--- config.mk ---
export PLATFORM = sky130hd
export DESIGN_NAME = pwt_channel_timer
export DESIGN_NICKNAME = d
export VERILOG_FILES = /design/src/verilog/pwt_pkg.sv /design/src/verilog/pwt_channel_timer.sv
export SDC_FILE = /design/constraint.sdc
export NUM_CORES = 2
export LEC_CHECK = 0
export BUFFER_PORTS_ARGS = -buffer_cell sky130_fd_sc_hd__buf_2
export CAP_MARGIN = 20
export CORE_ASPECT_RATIO = 0.7
export CORE_MARGIN = 5
export CORE_UTILIZATION = 25
export DETAILED_ROUTE_END_ITERATION = 16
export PLACE_DENSITY = 0.39
export SYNTH_ARGS = -nofsm -noshare
export SYNTH_HDL_FRONTEND = slang
export SYNTH_SLANG_ARGS = --single-unit
--- constraint.sdc ---
create_clock -name CLK -period 9.43 [get_ports CLK]
set_clock_uncertainty 0.15 [all_clocks]
set_input_delay 1.886 -clock CLK [delete_from_list [all_inputs] [get_ports CLK]]
set_output_delay 1.886 -clock CLK [all_outputs]
set_load 0.02 [all_outputs]
--- src/verilog/pwt_pkg.sv ---
// shared constants, register offsets and carrier types of the pwm channel timer block
package pwt_pkg;

  // ****************************************************************
  // geometry
  // ****************************************************************
  localparam int NUM_CH     = 8;
  localparam int NUM_PAIRS  = 4;
  localparam int ADDR_W     = 5;
  localparam int DATA_W     = 8;
  localparam int WIDE_W     = 16;

  // ****************************************************************
  // register offsets (one byte each)
  // ****************************************************************
  localparam logic [4:0] OFS_ENABLE   = 5'h00;  // channel_enable_bit per channel
  localparam logic [4:0] OFS_POLARITY = 5'h01;  // channel_polarity_bit per channel
  localparam logic [4:0] OFS_CLKSEL   = 5'h02;  // channel_clock_select_bit per channel
  localparam logic [4:0] OFS_ALIGN    = 5'h03;  // alignment_select_register
  localparam logic [4:0] OFS_CONTROL  = 5'h04;  // pwm_control_register
  localparam logic [4:0] OFS_COUNTER  = 5'h08;  // channel_counter 0..7 at 08..0F
  localparam logic [4:0] OFS_PERIOD   = 5'h10;  // channel_period_value 0..7 at 10..17
  localparam logic [4:0] OFS_DUTY     = 5'h18;  // channel_duty_value 0..7 at 18..1F

  // ****************************************************************
  // field positions of pwm_control_register (pair_join_bits)
  // ****************************************************************
  localparam int CTL_JOIN_ZERO_ONE  = 0;
  localparam int CTL_JOIN_TWO_THREE = 1;
  localparam int CTL_JOIN_FOUR_FIVE = 2;
  localparam int CTL_JOIN_SIX_SEVEN = 3;
  localparam int CTL_JOIN_W         = 4;

  // ****************************************************************
  // reset values
  // ****************************************************************
  localparam logic [7:0] RST_BYTE   = 8'h00;
  localparam logic [7:0] RST_PERIOD = 8'hFF;
  localparam logic [7:0] RST_DUTY   = 8'hFF;

  // ****************************************************************
  // carrier types
  // ****************************************************************
  // one step of a counting engine
  typedef struct packed {
    logic [15:0] cnt;   // next counter value
    logic        down;  // next direction, high while counting down
    logic        load;  // effective period ends this step
  } pwt_step_s;

  // selected clock ticks from the prescaler
  typedef struct packed {
    logic a;
    logic sa;
    logic b;
    logic sb;
  } pwt_tick_s;

endpackage : pwt_pkg

--- src/verilog/pwt_channel_timer.sv ---
// eight-channel pwm timer: counters, left/center alignment, pair joining, register port
`timescale 1ns/1ps

module pwt_channel_timer #(
  parameter int NUM_CH = pwt_pkg::NUM_CH
) (
  // clock, reset and freeze
  input  wire logic                        CLK,
  input  wire logic                        SRST,
  input  wire logic                        CE,
  // register port
  input  wire logic [pwt_pkg::ADDR_W-1:0]  ADDR,
  input  wire logic [pwt_pkg::DATA_W-1:0]  WDATA,
  input  wire logic                        WR_STB,
  input  wire logic                        RD_STB,
  output logic      [pwt_pkg::DATA_W-1:0]  RDATA,
  // selected clock ticks A, B and scaled SA, SB, one-cycle pulses on CLK
  input  wire pwt_pkg::pwt_tick_s          TICK,
  // channel_output_pin per channel
  output logic      [NUM_CH-1:0]           PWM_OUT
);

  // ****************************************************************
  // register state
  // ****************************************************************
  logic [NUM_CH-1:0]              enable_q;
  logic [NUM_CH-1:0]              polarity_q;
  logic [NUM_CH-1:0]              clksel_q;
  logic [NUM_CH-1:0]              align_q;
  logic [pwt_pkg::CTL_JOIN_W-1:0] join_q;
  logic [7:0]                     cnt_q     [NUM_CH];
  logic                           down_q    [NUM_CH];
  logic [7:0]                     per_buf_q [NUM_CH];
  logic [7:0]                     dty_buf_q [NUM_CH];
  logic [7:0]                     per_act_q [NUM_CH];
  logic [7:0]                     dty_act_q [NUM_CH];

  // ****************************************************************
  // helper functions
  // ****************************************************************
  // one counting step of a channel engine, 8-bit values zero-extended, 16-bit values for a joined pair
  function automatic pwt_pkg::pwt_step_s step_fn(
    input logic [15:0] cnt,
    input logic [15:0] per,
    input logic        down,
    input logic        center
  );
    pwt_pkg::pwt_step_s r;
    r.cnt  = cnt;
    r.down = down;
    r.load = 1'b0;
    if (per == 16'h0000) begin
      r.cnt  = 16'h0000;
      r.down = 1'b0;
      r.load = 1'b1;
    end else if (!center) begin
      r.down = 1'b0;
      if (cnt + 16'h0001 >= per) begin
        r.cnt  = 16'h0000;
        r.load = 1'b1;
      end else begin
        r.cnt  = cnt + 16'h0001;
      end
    end else if (!down) begin
      if (cnt + 16'h0001 >= per) begin
        r.cnt  = per;
        r.down = 1'b1;
      end else begin
        r.cnt  = cnt + 16'h0001;
      end
    end else begin
      if (cnt <= 16'h0001) begin
        r.cnt  = 16'h0000;
        r.down = 1'b0;
        r.load = 1'b1;
      end else begin
        r.cnt  = cnt - 16'h0001;
      end
    end
    return r;
  endfunction : step_fn

  // duty phase of the waveform: high while the first part of the cycle runs
  // going up it ends at the duty match, going down it restarts at the duty match
  function automatic logic active_fn(
    input logic [15:0] cnt,
    input logic [15:0] per,
    input logic [15:0] dty,
    input logic        down
  );
    logic a;
    a = 1'b0;
    if (per == 16'h0000) begin
      a = 1'b1;
    end else if (dty >= per) begin
      a = 1'b1;
    end else if (down) begin
      a = (cnt <= dty);
    end else begin
      a = (cnt < dty);
    end
    return a;
  endfunction : active_fn

  // clock source of a channel: A/SA for 0,1,4,5 and B/SB for 2,3,6,7
  function automatic logic tick_fn(
    input int                 ch,
    input logic               scaled,
    input pwt_pkg::pwt_tick_s t
  );
    logic r;
    if (ch[1] == 1'b0) begin
      r = scaled ? t.sa : t.a;
    end else begin
      r = scaled ? t.sb : t.b;
    end
    return r;
  endfunction : tick_fn

  // ****************************************************************
  // per-channel engine inputs and results
  // ****************************************************************
  logic                 joined_c  [NUM_CH];  // channel is part of a joined pair
  logic                 run_c     [NUM_CH];  // engine of this channel runs
  logic                 tick_c    [NUM_CH];
  logic                 cnt_wr_c  [NUM_CH];  // counter of this channel is cleared
  logic                 hold_c    [NUM_CH];  // values of this channel bypass the buffer
  logic [15:0]          cnt16_c   [NUM_CH];
  logic [15:0]          per16_c   [NUM_CH];
  logic [15:0]          dty16_c   [NUM_CH];
  logic                 down_c    [NUM_CH];
  logic                 center_c  [NUM_CH];
  pwt_pkg::pwt_step_s   step_c    [NUM_CH];
  logic                 active_c  [NUM_CH];
  logic                 wr_cnt_ch [NUM_CH];  // direct write to this counter byte

  // engine inputs: a joined pair runs on its odd channel with 16-bit values
  always_comb begin
    for (int c = 0; c < NUM_CH; c++) begin
      wr_cnt_ch[c] = WR_STB && (ADDR == pwt_pkg::OFS_COUNTER + 5'(c));
    end
    for (int c = 0; c < NUM_CH; c++) begin
      joined_c[c] = join_q[c / 2];
      if (joined_c[c]) begin
        cnt16_c[c]  = {cnt_q[c & ~1], cnt_q[c | 1]};
        per16_c[c]  = {per_act_q[c & ~1], per_act_q[c | 1]};
        dty16_c[c]  = {dty_act_q[c & ~1], dty_act_q[c | 1]};
        down_c[c]   = down_q[c | 1];
        center_c[c] = align_q[c | 1];
        run_c[c]    = enable_q[c | 1];
        tick_c[c]   = tick_fn(c | 1, clksel_q[c | 1], TICK);
        cnt_wr_c[c] = wr_cnt_ch[c & ~1] || wr_cnt_ch[c | 1];
      end else begin
        cnt16_c[c]  = {8'h00, cnt_q[c]};
        per16_c[c]  = {8'h00, per_act_q[c]};
        dty16_c[c]  = {8'h00, dty_act_q[c]};
        down_c[c]   = down_q[c];
        center_c[c] = align_q[c];
        run_c[c]    = enable_q[c];
        tick_c[c]   = tick_fn(c, clksel_q[c], TICK);
        cnt_wr_c[c] = wr_cnt_ch[c];
      end
      step_c[c]   = step_fn(cnt16_c[c], per16_c[c], down_c[c], center_c[c]);
      active_c[c] = active_fn(cnt16_c[c], per16_c[c], dty16_c[c], down_c[c]);
      hold_c[c]   = !run_c[c];
    end
  end

  // ****************************************************************
  // control registers
  // ****************************************************************
  // alignment and join bits take effect at once; software keeps them stable
  // while a channel runs, otherwise one irregular cycle may appear
  always_ff @(posedge CLK) begin
    if (SRST) begin
      enable_q   <= '0;
      polarity_q <= '0;
      clksel_q   <= '0;
      align_q    <= '0;
      join_q     <= '0;
    end else if (CE && WR_STB) begin
      case (ADDR)
        pwt_pkg::OFS_ENABLE:   enable_q   <= WDATA;
        pwt_pkg::OFS_POLARITY: polarity_q <= WDATA;
        pwt_pkg::OFS_CLKSEL:   clksel_q   <= WDATA;
        pwt_pkg::OFS_ALIGN:    align_q    <= WDATA;
        pwt_pkg::OFS_CONTROL:  join_q     <= WDATA[pwt_pkg::CTL_JOIN_W-1:0];
        default:               ;
      endcase
    end
  end

  // ****************************************************************
  // counters and direction
  // ****************************************************************
  // both engines of a joined pair compute the same 16-bit step and each writes back its own byte,
  // so the carry between them is never split over two steps
  always_ff @(posedge CLK) begin
    if (SRST) begin
      for (int c = 0; c < NUM_CH; c++) begin
        cnt_q[c]  <= pwt_pkg::RST_BYTE;
        down_q[c] <= 1'b0;
      end
    end else if (CE) begin
      for (int c = 0; c < NUM_CH; c++) begin
        if (cnt_wr_c[c]) begin
          cnt_q[c]  <= 8'h00;
          down_q[c] <= 1'b0;
        end else if (run_c[c] && tick_c[c]) begin
          if (joined_c[c]) begin
            cnt_q[c]  <= c[0] ? step_c[c].cnt[7:0] : step_c[c].cnt[15:8];
          end else begin
            cnt_q[c]  <= step_c[c].cnt[7:0];
          end
          down_q[c] <= step_c[c].down;
        end else if (per16_c[c] == 16'h0000) begin
          cnt_q[c]  <= 8'h00;
          down_q[c] <= 1'b0;
        end
      end
    end
  end

  // ****************************************************************
  // period and duty, buffered and active
  // ****************************************************************
  // active values only change at period end, counter write or while
  // disabled, so a waveform is always wholly old or wholly new
  always_ff @(posedge CLK) begin
    if (SRST) begin
      for (int c = 0; c < NUM_CH; c++) begin
        per_buf_q[c] <= pwt_pkg::RST_PERIOD;
        dty_buf_q[c] <= pwt_pkg::RST_DUTY;
        per_act_q[c] <= pwt_pkg::RST_PERIOD;
        dty_act_q[c] <= pwt_pkg::RST_DUTY;
      end
    end else if (CE) begin
      for (int c = 0; c < NUM_CH; c++) begin
        if (WR_STB && ADDR == pwt_pkg::OFS_PERIOD + 5'(c)) begin
          per_buf_q[c] <= WDATA;
        end
        if (WR_STB && ADDR == pwt_pkg::OFS_DUTY + 5'(c)) begin
          dty_buf_q[c] <= WDATA;
        end
        if (hold_c[c] || cnt_wr_c[c] ||
            (run_c[c] && tick_c[c] && step_c[c].load)) begin
          per_act_q[c] <= per_buf_q[c];
          dty_act_q[c] <= dty_buf_q[c];
          if (hold_c[c] && WR_STB && ADDR == pwt_pkg::OFS_PERIOD + 5'(c)) begin
            per_act_q[c] <= WDATA;
          end
          if (hold_c[c] && WR_STB && ADDR == pwt_pkg::OFS_DUTY + 5'(c)) begin
            dty_act_q[c] <= WDATA;
          end
        end
      end
    end
  end

  // ****************************************************************
  // output flip-flops
  // ****************************************************************
  // the pin follows the duty phase of the engine state one cycle later;
  // polarity one drives the duty phase high, polarity zero low
  always_ff @(posedge CLK) begin
    if (SRST) begin
      PWM_OUT <= '0;
    end else if (CE) begin
      for (int c = 0; c < NUM_CH; c++) begin
        if (!run_c[c] || (joined_c[c] && c[0] == 1'b0)) begin
          PWM_OUT[c] <= 1'b0;
        end else if (joined_c[c]) begin
          PWM_OUT[c] <= ~(active_c[c] ^ polarity_q[c | 1]);
        end else begin
          PWM_OUT[c] <= ~(active_c[c] ^ polarity_q[c]);
        end
      end
    end
  end

  // ****************************************************************
  // read data
  // ****************************************************************
  // reading a counter never disturbs it; period and duty read the buffer
  always_ff @(posedge CLK) begin
    if (SRST) begin
      RDATA <= '0;
    end else if (CE) begin
      RDATA <= '0;
      if (RD_STB) begin
        case (ADDR)
          pwt_pkg::OFS_ENABLE:   RDATA <= enable_q;
          pwt_pkg::OFS_POLARITY: RDATA <= polarity_q;
          pwt_pkg::OFS_CLKSEL:   RDATA <= clksel_q;
          pwt_pkg::OFS_ALIGN:    RDATA <= align_q;
          pwt_pkg::OFS_CONTROL:  RDATA <= {4'h0, join_q};
          default: begin
            if (ADDR >= pwt_pkg::OFS_DUTY) begin
              RDATA <= dty_buf_q[ADDR[2:0]];
            end else if (ADDR >= pwt_pkg::OFS_PERIOD) begin
              RDATA <= per_buf_q[ADDR[2:0]];
            end else if (ADDR >= pwt_pkg::OFS_COUNTER) begin
              RDATA <= cnt_q[ADDR[2:0]];
            end else begin
              RDATA <= 8'h00;
            end
          end
        endcase
      end
    end
  end

endmodule : pwt_channel_timer

### Word level (Yosys, flattened, before mapping)

Memory sizes are Yosys's and may differ from the RTL's.
Index checks and enable logic that the tools add are counted.

* output and inout bits: 16
* register bits: 52
* bits in writable memories: 328
* memories: 6
* input bits: 22
* word-level logic and storage cells: 998

* magnitude comparators: 43
* $add $sub $neg: 16
* mux-type cells: 659
* bitwise logic cells: 128
* equal/unequal tests: 28
* reduce and logical (&&, ||, !) cells: 111

Memory list
* cnt_q: words 8, width 8, read ports 9, clocked after memory_dff 0, write ports 8, RTL line pwt_channel_timer.sv:31 `logic [7:0] cnt_q [NUM_CH];`
* dty_act_q: words 8, width 8, read ports 8, clocked after memory_dff 0, write ports 8, RTL line pwt_channel_timer.sv:36 `logic [7:0] dty_act_q [NUM_CH];`
* dty_buf_q: words 8, width 8, read ports 9, clocked after memory_dff 0, write ports 8, RTL line pwt_channel_timer.sv:34 `logic [7:0] dty_buf_q [NUM_CH];`
* per_act_q: words 8, width 8, read ports 8, clocked after memory_dff 0, write ports 8, RTL line pwt_channel_timer.sv:35 `logic [7:0] per_act_q [NUM_CH];`
* per_buf_q: words 8, width 8, read ports 9, clocked after memory_dff 0, write ports 8, RTL line pwt_channel_timer.sv:33 `logic [7:0] per_buf_q [NUM_CH];`
* down_q: words 8, width 1, read ports 8, clocked after memory_dff 0, write ports 8, RTL line pwt_channel_timer.sv:32 `logic down_q [NUM_CH];`

Operator list (count)
* $mux W8: 96
* $mux W16: 36
* $mux W1: 494
* $ge A16 B16 Y1: 16
* $mux W18: 8
* $add A16 B1 Y16 const B: 8
* $le A16 B1 Y1 const B: 8
* $le A16 B16 Y1: 8
* $logic_not A16 Y1: 8
* $lt A16 B16 Y1: 8
* $or A1 B1 Y1: 104
* $eq A5 B5 Y1 const B: 16
* $mux W10: 8
* $mux W17: 4
* $logic_and A1 B1 Y1: 65
* $sub A16 B1 Y16 const B: 4
* $eq A5 B4 Y1 const B: 8
* $pmux W8 S5: 1
* $mux W9: 4
* $sub A8 B1 Y8 const B: 4
* $logic_or A1 B1 Y1: 24
* $mux W2: 8
* $not A1 Y1: 12
* $xor A1 B1 Y1: 12
* 8 further kinds: 21

### Longest topological paths before layout

An unclocked memory read counts as a cell.

* depth in word-level cells: 16
* mapped depth: 26
* mapped depth without buffers: 18

### Worst setup path after synthesis

No wires, ideal clock.

* kind: reg-to-reg
* start point: reg join_q[1] in the netlist's numbering
* end point: mem dty_act_q[2][0], in the netlist dty_act_q[0][16], enable pin
* data arrival time: 5.312 ns
* cell stages (with the launch flop): 26
* data required time: 8.896 ns
* slack: 3.584 ns
* setup time: 0.384 ns
* clock period less this slack: 5.846 ns
* buffers on the path: 7
* cells stage by stage: dfxtp_1 -> buf_4 -> buf_4 -> clkbuf_1 -> buf_2 -> buf_2 -> buf_2 -> buf_1 -> mux2i_1 -> inv_1 -> ha_1 -> inv_1 -> a211o_1 -> nor3_1 -> and3_1 -> nand3_1 -> xnor2_1 -> and2_1 -> ha_1 -> nand2_1 -> o21ai_0 -> inv_1 -> a21oi_1 -> nor3_1 -> o21a_1 -> o21ai_0

RTL lines
* start: declaration: RTL line pwt_channel_timer.sv:30 `logic [pwt_pkg::CTL_JOIN_W-1:0] join_q;`
* start signal: assignment: RTL line pwt_channel_timer.sv:187 `pwt_pkg::OFS_CONTROL: join_q <= WDATA[pwt_pkg::CTL_JOIN_W-1:0];`
* end: declaration: RTL line pwt_channel_timer.sv:36

==> reports/qor.csv <==
metric,value,unit
synthesized area,33200,µm²
Routed WL per cell,26.9,µm
layout cells sized above 1,9.06,%
Buf/Inv on CP,2,
worst vdd ir,0.121,mV
slowest cell on the critical path,a21oi_1,
Most used DFF post-synth,edfxtp_1,
pin count of the biggest net entering global routing,71,
first drt pass iteration count,5,
Critical Path End Type,flip-flop,
startpoint types,flip-flop,
Clock Path Buffers,3,
Syn Nets,3993,
Max-cap violations,0,
syn_area_per_cell,9.16,µm²
CORE AREA,131000,µm²
Worst Hold Slack,320,ps
area grow syn2layout,11.0,%
CTS tree,yes,
worst min-delay path category,reg2reg,
I/O pin cnt,38,
final wirelength,144000,µm
internal power,3.35,mW
static leakage,14.4,nW
"Setup Fix Bufs, Post-CTS",0,
fin crit period,5890,ps
die height,315,µm
Clk pwr share,41.9,%
Rel. slew slack,19.3,%
CP most frequent cell,nor2_1,
post-CTS sizing,0,
via count,28780,
Switching Share,29.1,%
Final HPWL DP,112000,µm
number of buffers created by CTS,45,
#FFs+latches synth,380,
final-report hold violation count,0,
WS Path Type,reg2reg,
Setup Viol. Count Final,0,
Nets,3929,
CP required,9720,ps
Gate power share,14.0,%
"slowest stage delay, CP",930,ps
Ys Warns,0,
antenna violations before repair,13,
clock latency on the worst-skew pair,610,ps
Top delay family on crit path,compound AO/OA/AOI/OAI gates,
post-synthesis sequential area ratio,32.8,%
final cycle utilization of the critical path,62.4,%
antenna-violating nets left,0,
RePlAce Congestion,0.915,
IO buf count,37,
Netlist cell types,92,
GR Util All Layers,19.9,%
clk root buf,clkbuf_16,
detailed-route vias per instance,5.37,
Async SR Flop Fraction,0,%
htree depth,2,
Reg power frac,44.1,%
DR DRC count,0,
Slew Limit Fails,0,
die area,140000,µm²
crit-path cells,buf_4 > mux2i_1 > inv_1 > ha_1 > nand3_1 > nor2_1 > nand2_1 > xnor2_1 > ha_1 > o21ai_0 > nor2_1 > nor2_1 > o21ai_0 > a21oi_1 > a221oi_1 > or3_1 > a31oi_1,
cts-stage hold buffer count,0,
NetSw,1.38,mW
"EDFF count, synth",328,
gr ovfl total,0,
FMAX,0.170,GHz
unrepaired setup endpoints after global routing,false,
PwrDens,128,nW/µm²
Mapped Cells,3627,
Std-Cell Rows,111,
first-pass GRT wire length,205000,µm
worst-margin pin slew,1210,ps
Initial Util,25.3,%
overall die width,446,µm
worst-path maximum fanout,55,
status,"complete, no violations",
vias in the first global route,27335,
crit path DAT,6180,ps
CTS Sinks,380,
setup tns final,0,ps
"Clk pin slew, worst setup/hold paths",60,ps
initial drt markers,3162,
[cells by family (layout without fill, tap and decap cells)]
logic type               Yosys count  count (layout)  synth area share [%]
AND/OR/NAND/NOR                 1279            1279                  18.2
adder cells (fa/ha/maj)          344             344                  13.0
flip-flops                       380             380                  32.8
XOR/XNOR                         175             175                  4.61
multiplexers                     317             317                  12.1
AO/OA/AOI/OAI                    699             699                  14.2
other                              0               6                     0
buffers and inverters            433             405                  5.18
[power by group through the flow]
stage	clock (mW)	sequential [mW]	combinational [mW]
floorplan	0	1.99	0.454
global placement	0	2.11	0.652
detailed placement	0	2.11	0.651
CTS	2.02	2.07	0.654
global route	2.08	2.08	0.724
finish	1.98	2.08	0.664
[cell usage after synthesis, types with 12 or more instances]
cell / number / area [µm²]
a22oi_1: 39 / 293
o211ai_1: 27 / 203
o21ai_0: 154 / 771
a21o_1: 45 / 338
mux2_2: 24 / 270
inv_1: 213 / 800
o22a_1: 16 / 140
a21oi_1: 157 / 786
dfxtp_1: 52 / 1040
ha_1: 344 / 4300
nor2b_1: 35 / 219
nand3_1: 101 / 505
nand2b_1: 39 / 244
a221o_1: 13 / 130
buf_2: 27 / 135
xor2_1: 46 / 403
a2111oi_0: 16 / 140
o31ai_1: 15 / 113
mux4_2: 64 / 1440
mux2i_1: 229 / 2290
nor3b_1: 12 / 90.1
nor2_1: 245 / 920
a31oi_1: 15 / 93.8
a221oi_1: 15 / 131
nor3_1: 87 / 435
o21a_1: 22 / 165
edfxtp_1: 328 / 9850
nand4_1: 48 / 300
a211oi_1: 24 / 180
nor4_1: 43 / 269
a211o_1: 13 / 114
and2_1: 40 / 250
buf_1: 19 / 71.3
nand2_1: 518 / 1940
xnor2_1: 129 / 1130
and3_1: 24 / 150
clkbuf_1: 161 / 604
o22ai_1: 18 / 113
or3_1: 22 / 138
[registers in the layout (all words and copies together) (netlist names)]
signal / cells
align_q: 8
dty_act_q: 64
per_buf_q: 64
enable_q: 8
down_q: 8
join_q: 4
per_act_q: 64
PWM_OUT: 8
cnt_q: 64
RDATA: 8
dty_buf_q: 64
clksel_q: 8
polarity_q: 8
[path summary, 6_finish.rpt]
kind	start	endpoint	depth (start not counted)	slack, ps
setup / recovery	join_q[0]	cnt_q[0][6]	17	3540
hold / removal	PWM_OUT[3]	PWM_OUT[3]	2	320
setup reg to reg	join_q[0]	cnt_q[0][6]	17	3540
hold reg to reg	PWM_OUT[3]	PWM_OUT[3]	2	320
[layout make-up]
cell class | instances | area (µm²)
clock buffer | 52 | 1200
antenna | 6 | 15.0
inverter | 216 | 811
multi-input combinational | 2814 | 20600
clock inverter | 31 | 420
timing repair buffer | 106 | 687
fill | 14023 | 94500
sequential | 380 | 10900
tap | 1751 | 2190
[worst min-delay path: cells and delay by family (launching register included)]
family | cells | cell delay (ps)
AO/OA/AOI/OAI | 1 | 50
flip-flops | 1 | 310
AND/OR/NAND/NOR | 1 | 60
[per-stage QoR]
stage	cells	setup slack (ps)	total power [mW]	util, %	area [µm²]
6_report	5356	3540	4.73	28.1	36900
5_1_grt	5355	3150	4.88	28.1	36900
4_1_cts	5341	3340	4.75	28.0	36800
3_5_place_dp	5258	3380	2.76	26.8	35200
3_3_place_gp	5247	3430	2.76	26.7	35100
2_1_floorplan	3627	3580	2.44	-	33200
[cell usage in the layout (no fill, tap or decap), drive strengths merged, types with 27 or more instances in the layout]
cell type and count:
nand2 518, ha 344, edfxtp 328, nor2 245, mux2i 229, inv 217
o21ai 159, a21oi 157, xnor2 129, nand3 111, buf 102, nor3 93
mux4 64, clkbuf 56, dfxtp 52, nand4 48, xor2 46, nor4 46
a21o 45, and2 44, nand2b 39, a22oi 39, nor2b 35, o211ai 27
[routing by layer]
| layer | vias up | part of all wire (%) | GRT usage [%] |
|---|---|---|---|
| li1 | 13236 | - | - |
| met1 | 14172 | 51 | 31.9 |
| met2 | 1238 | 38 | 26.1 |
| met3 | 132 | 9.8 | 5.03 |
| met4 | 2 | 1.8 | 4.07 |
| met5 | - | 0.026 | 0.173 |
Power figures use the tool's default switching activity.
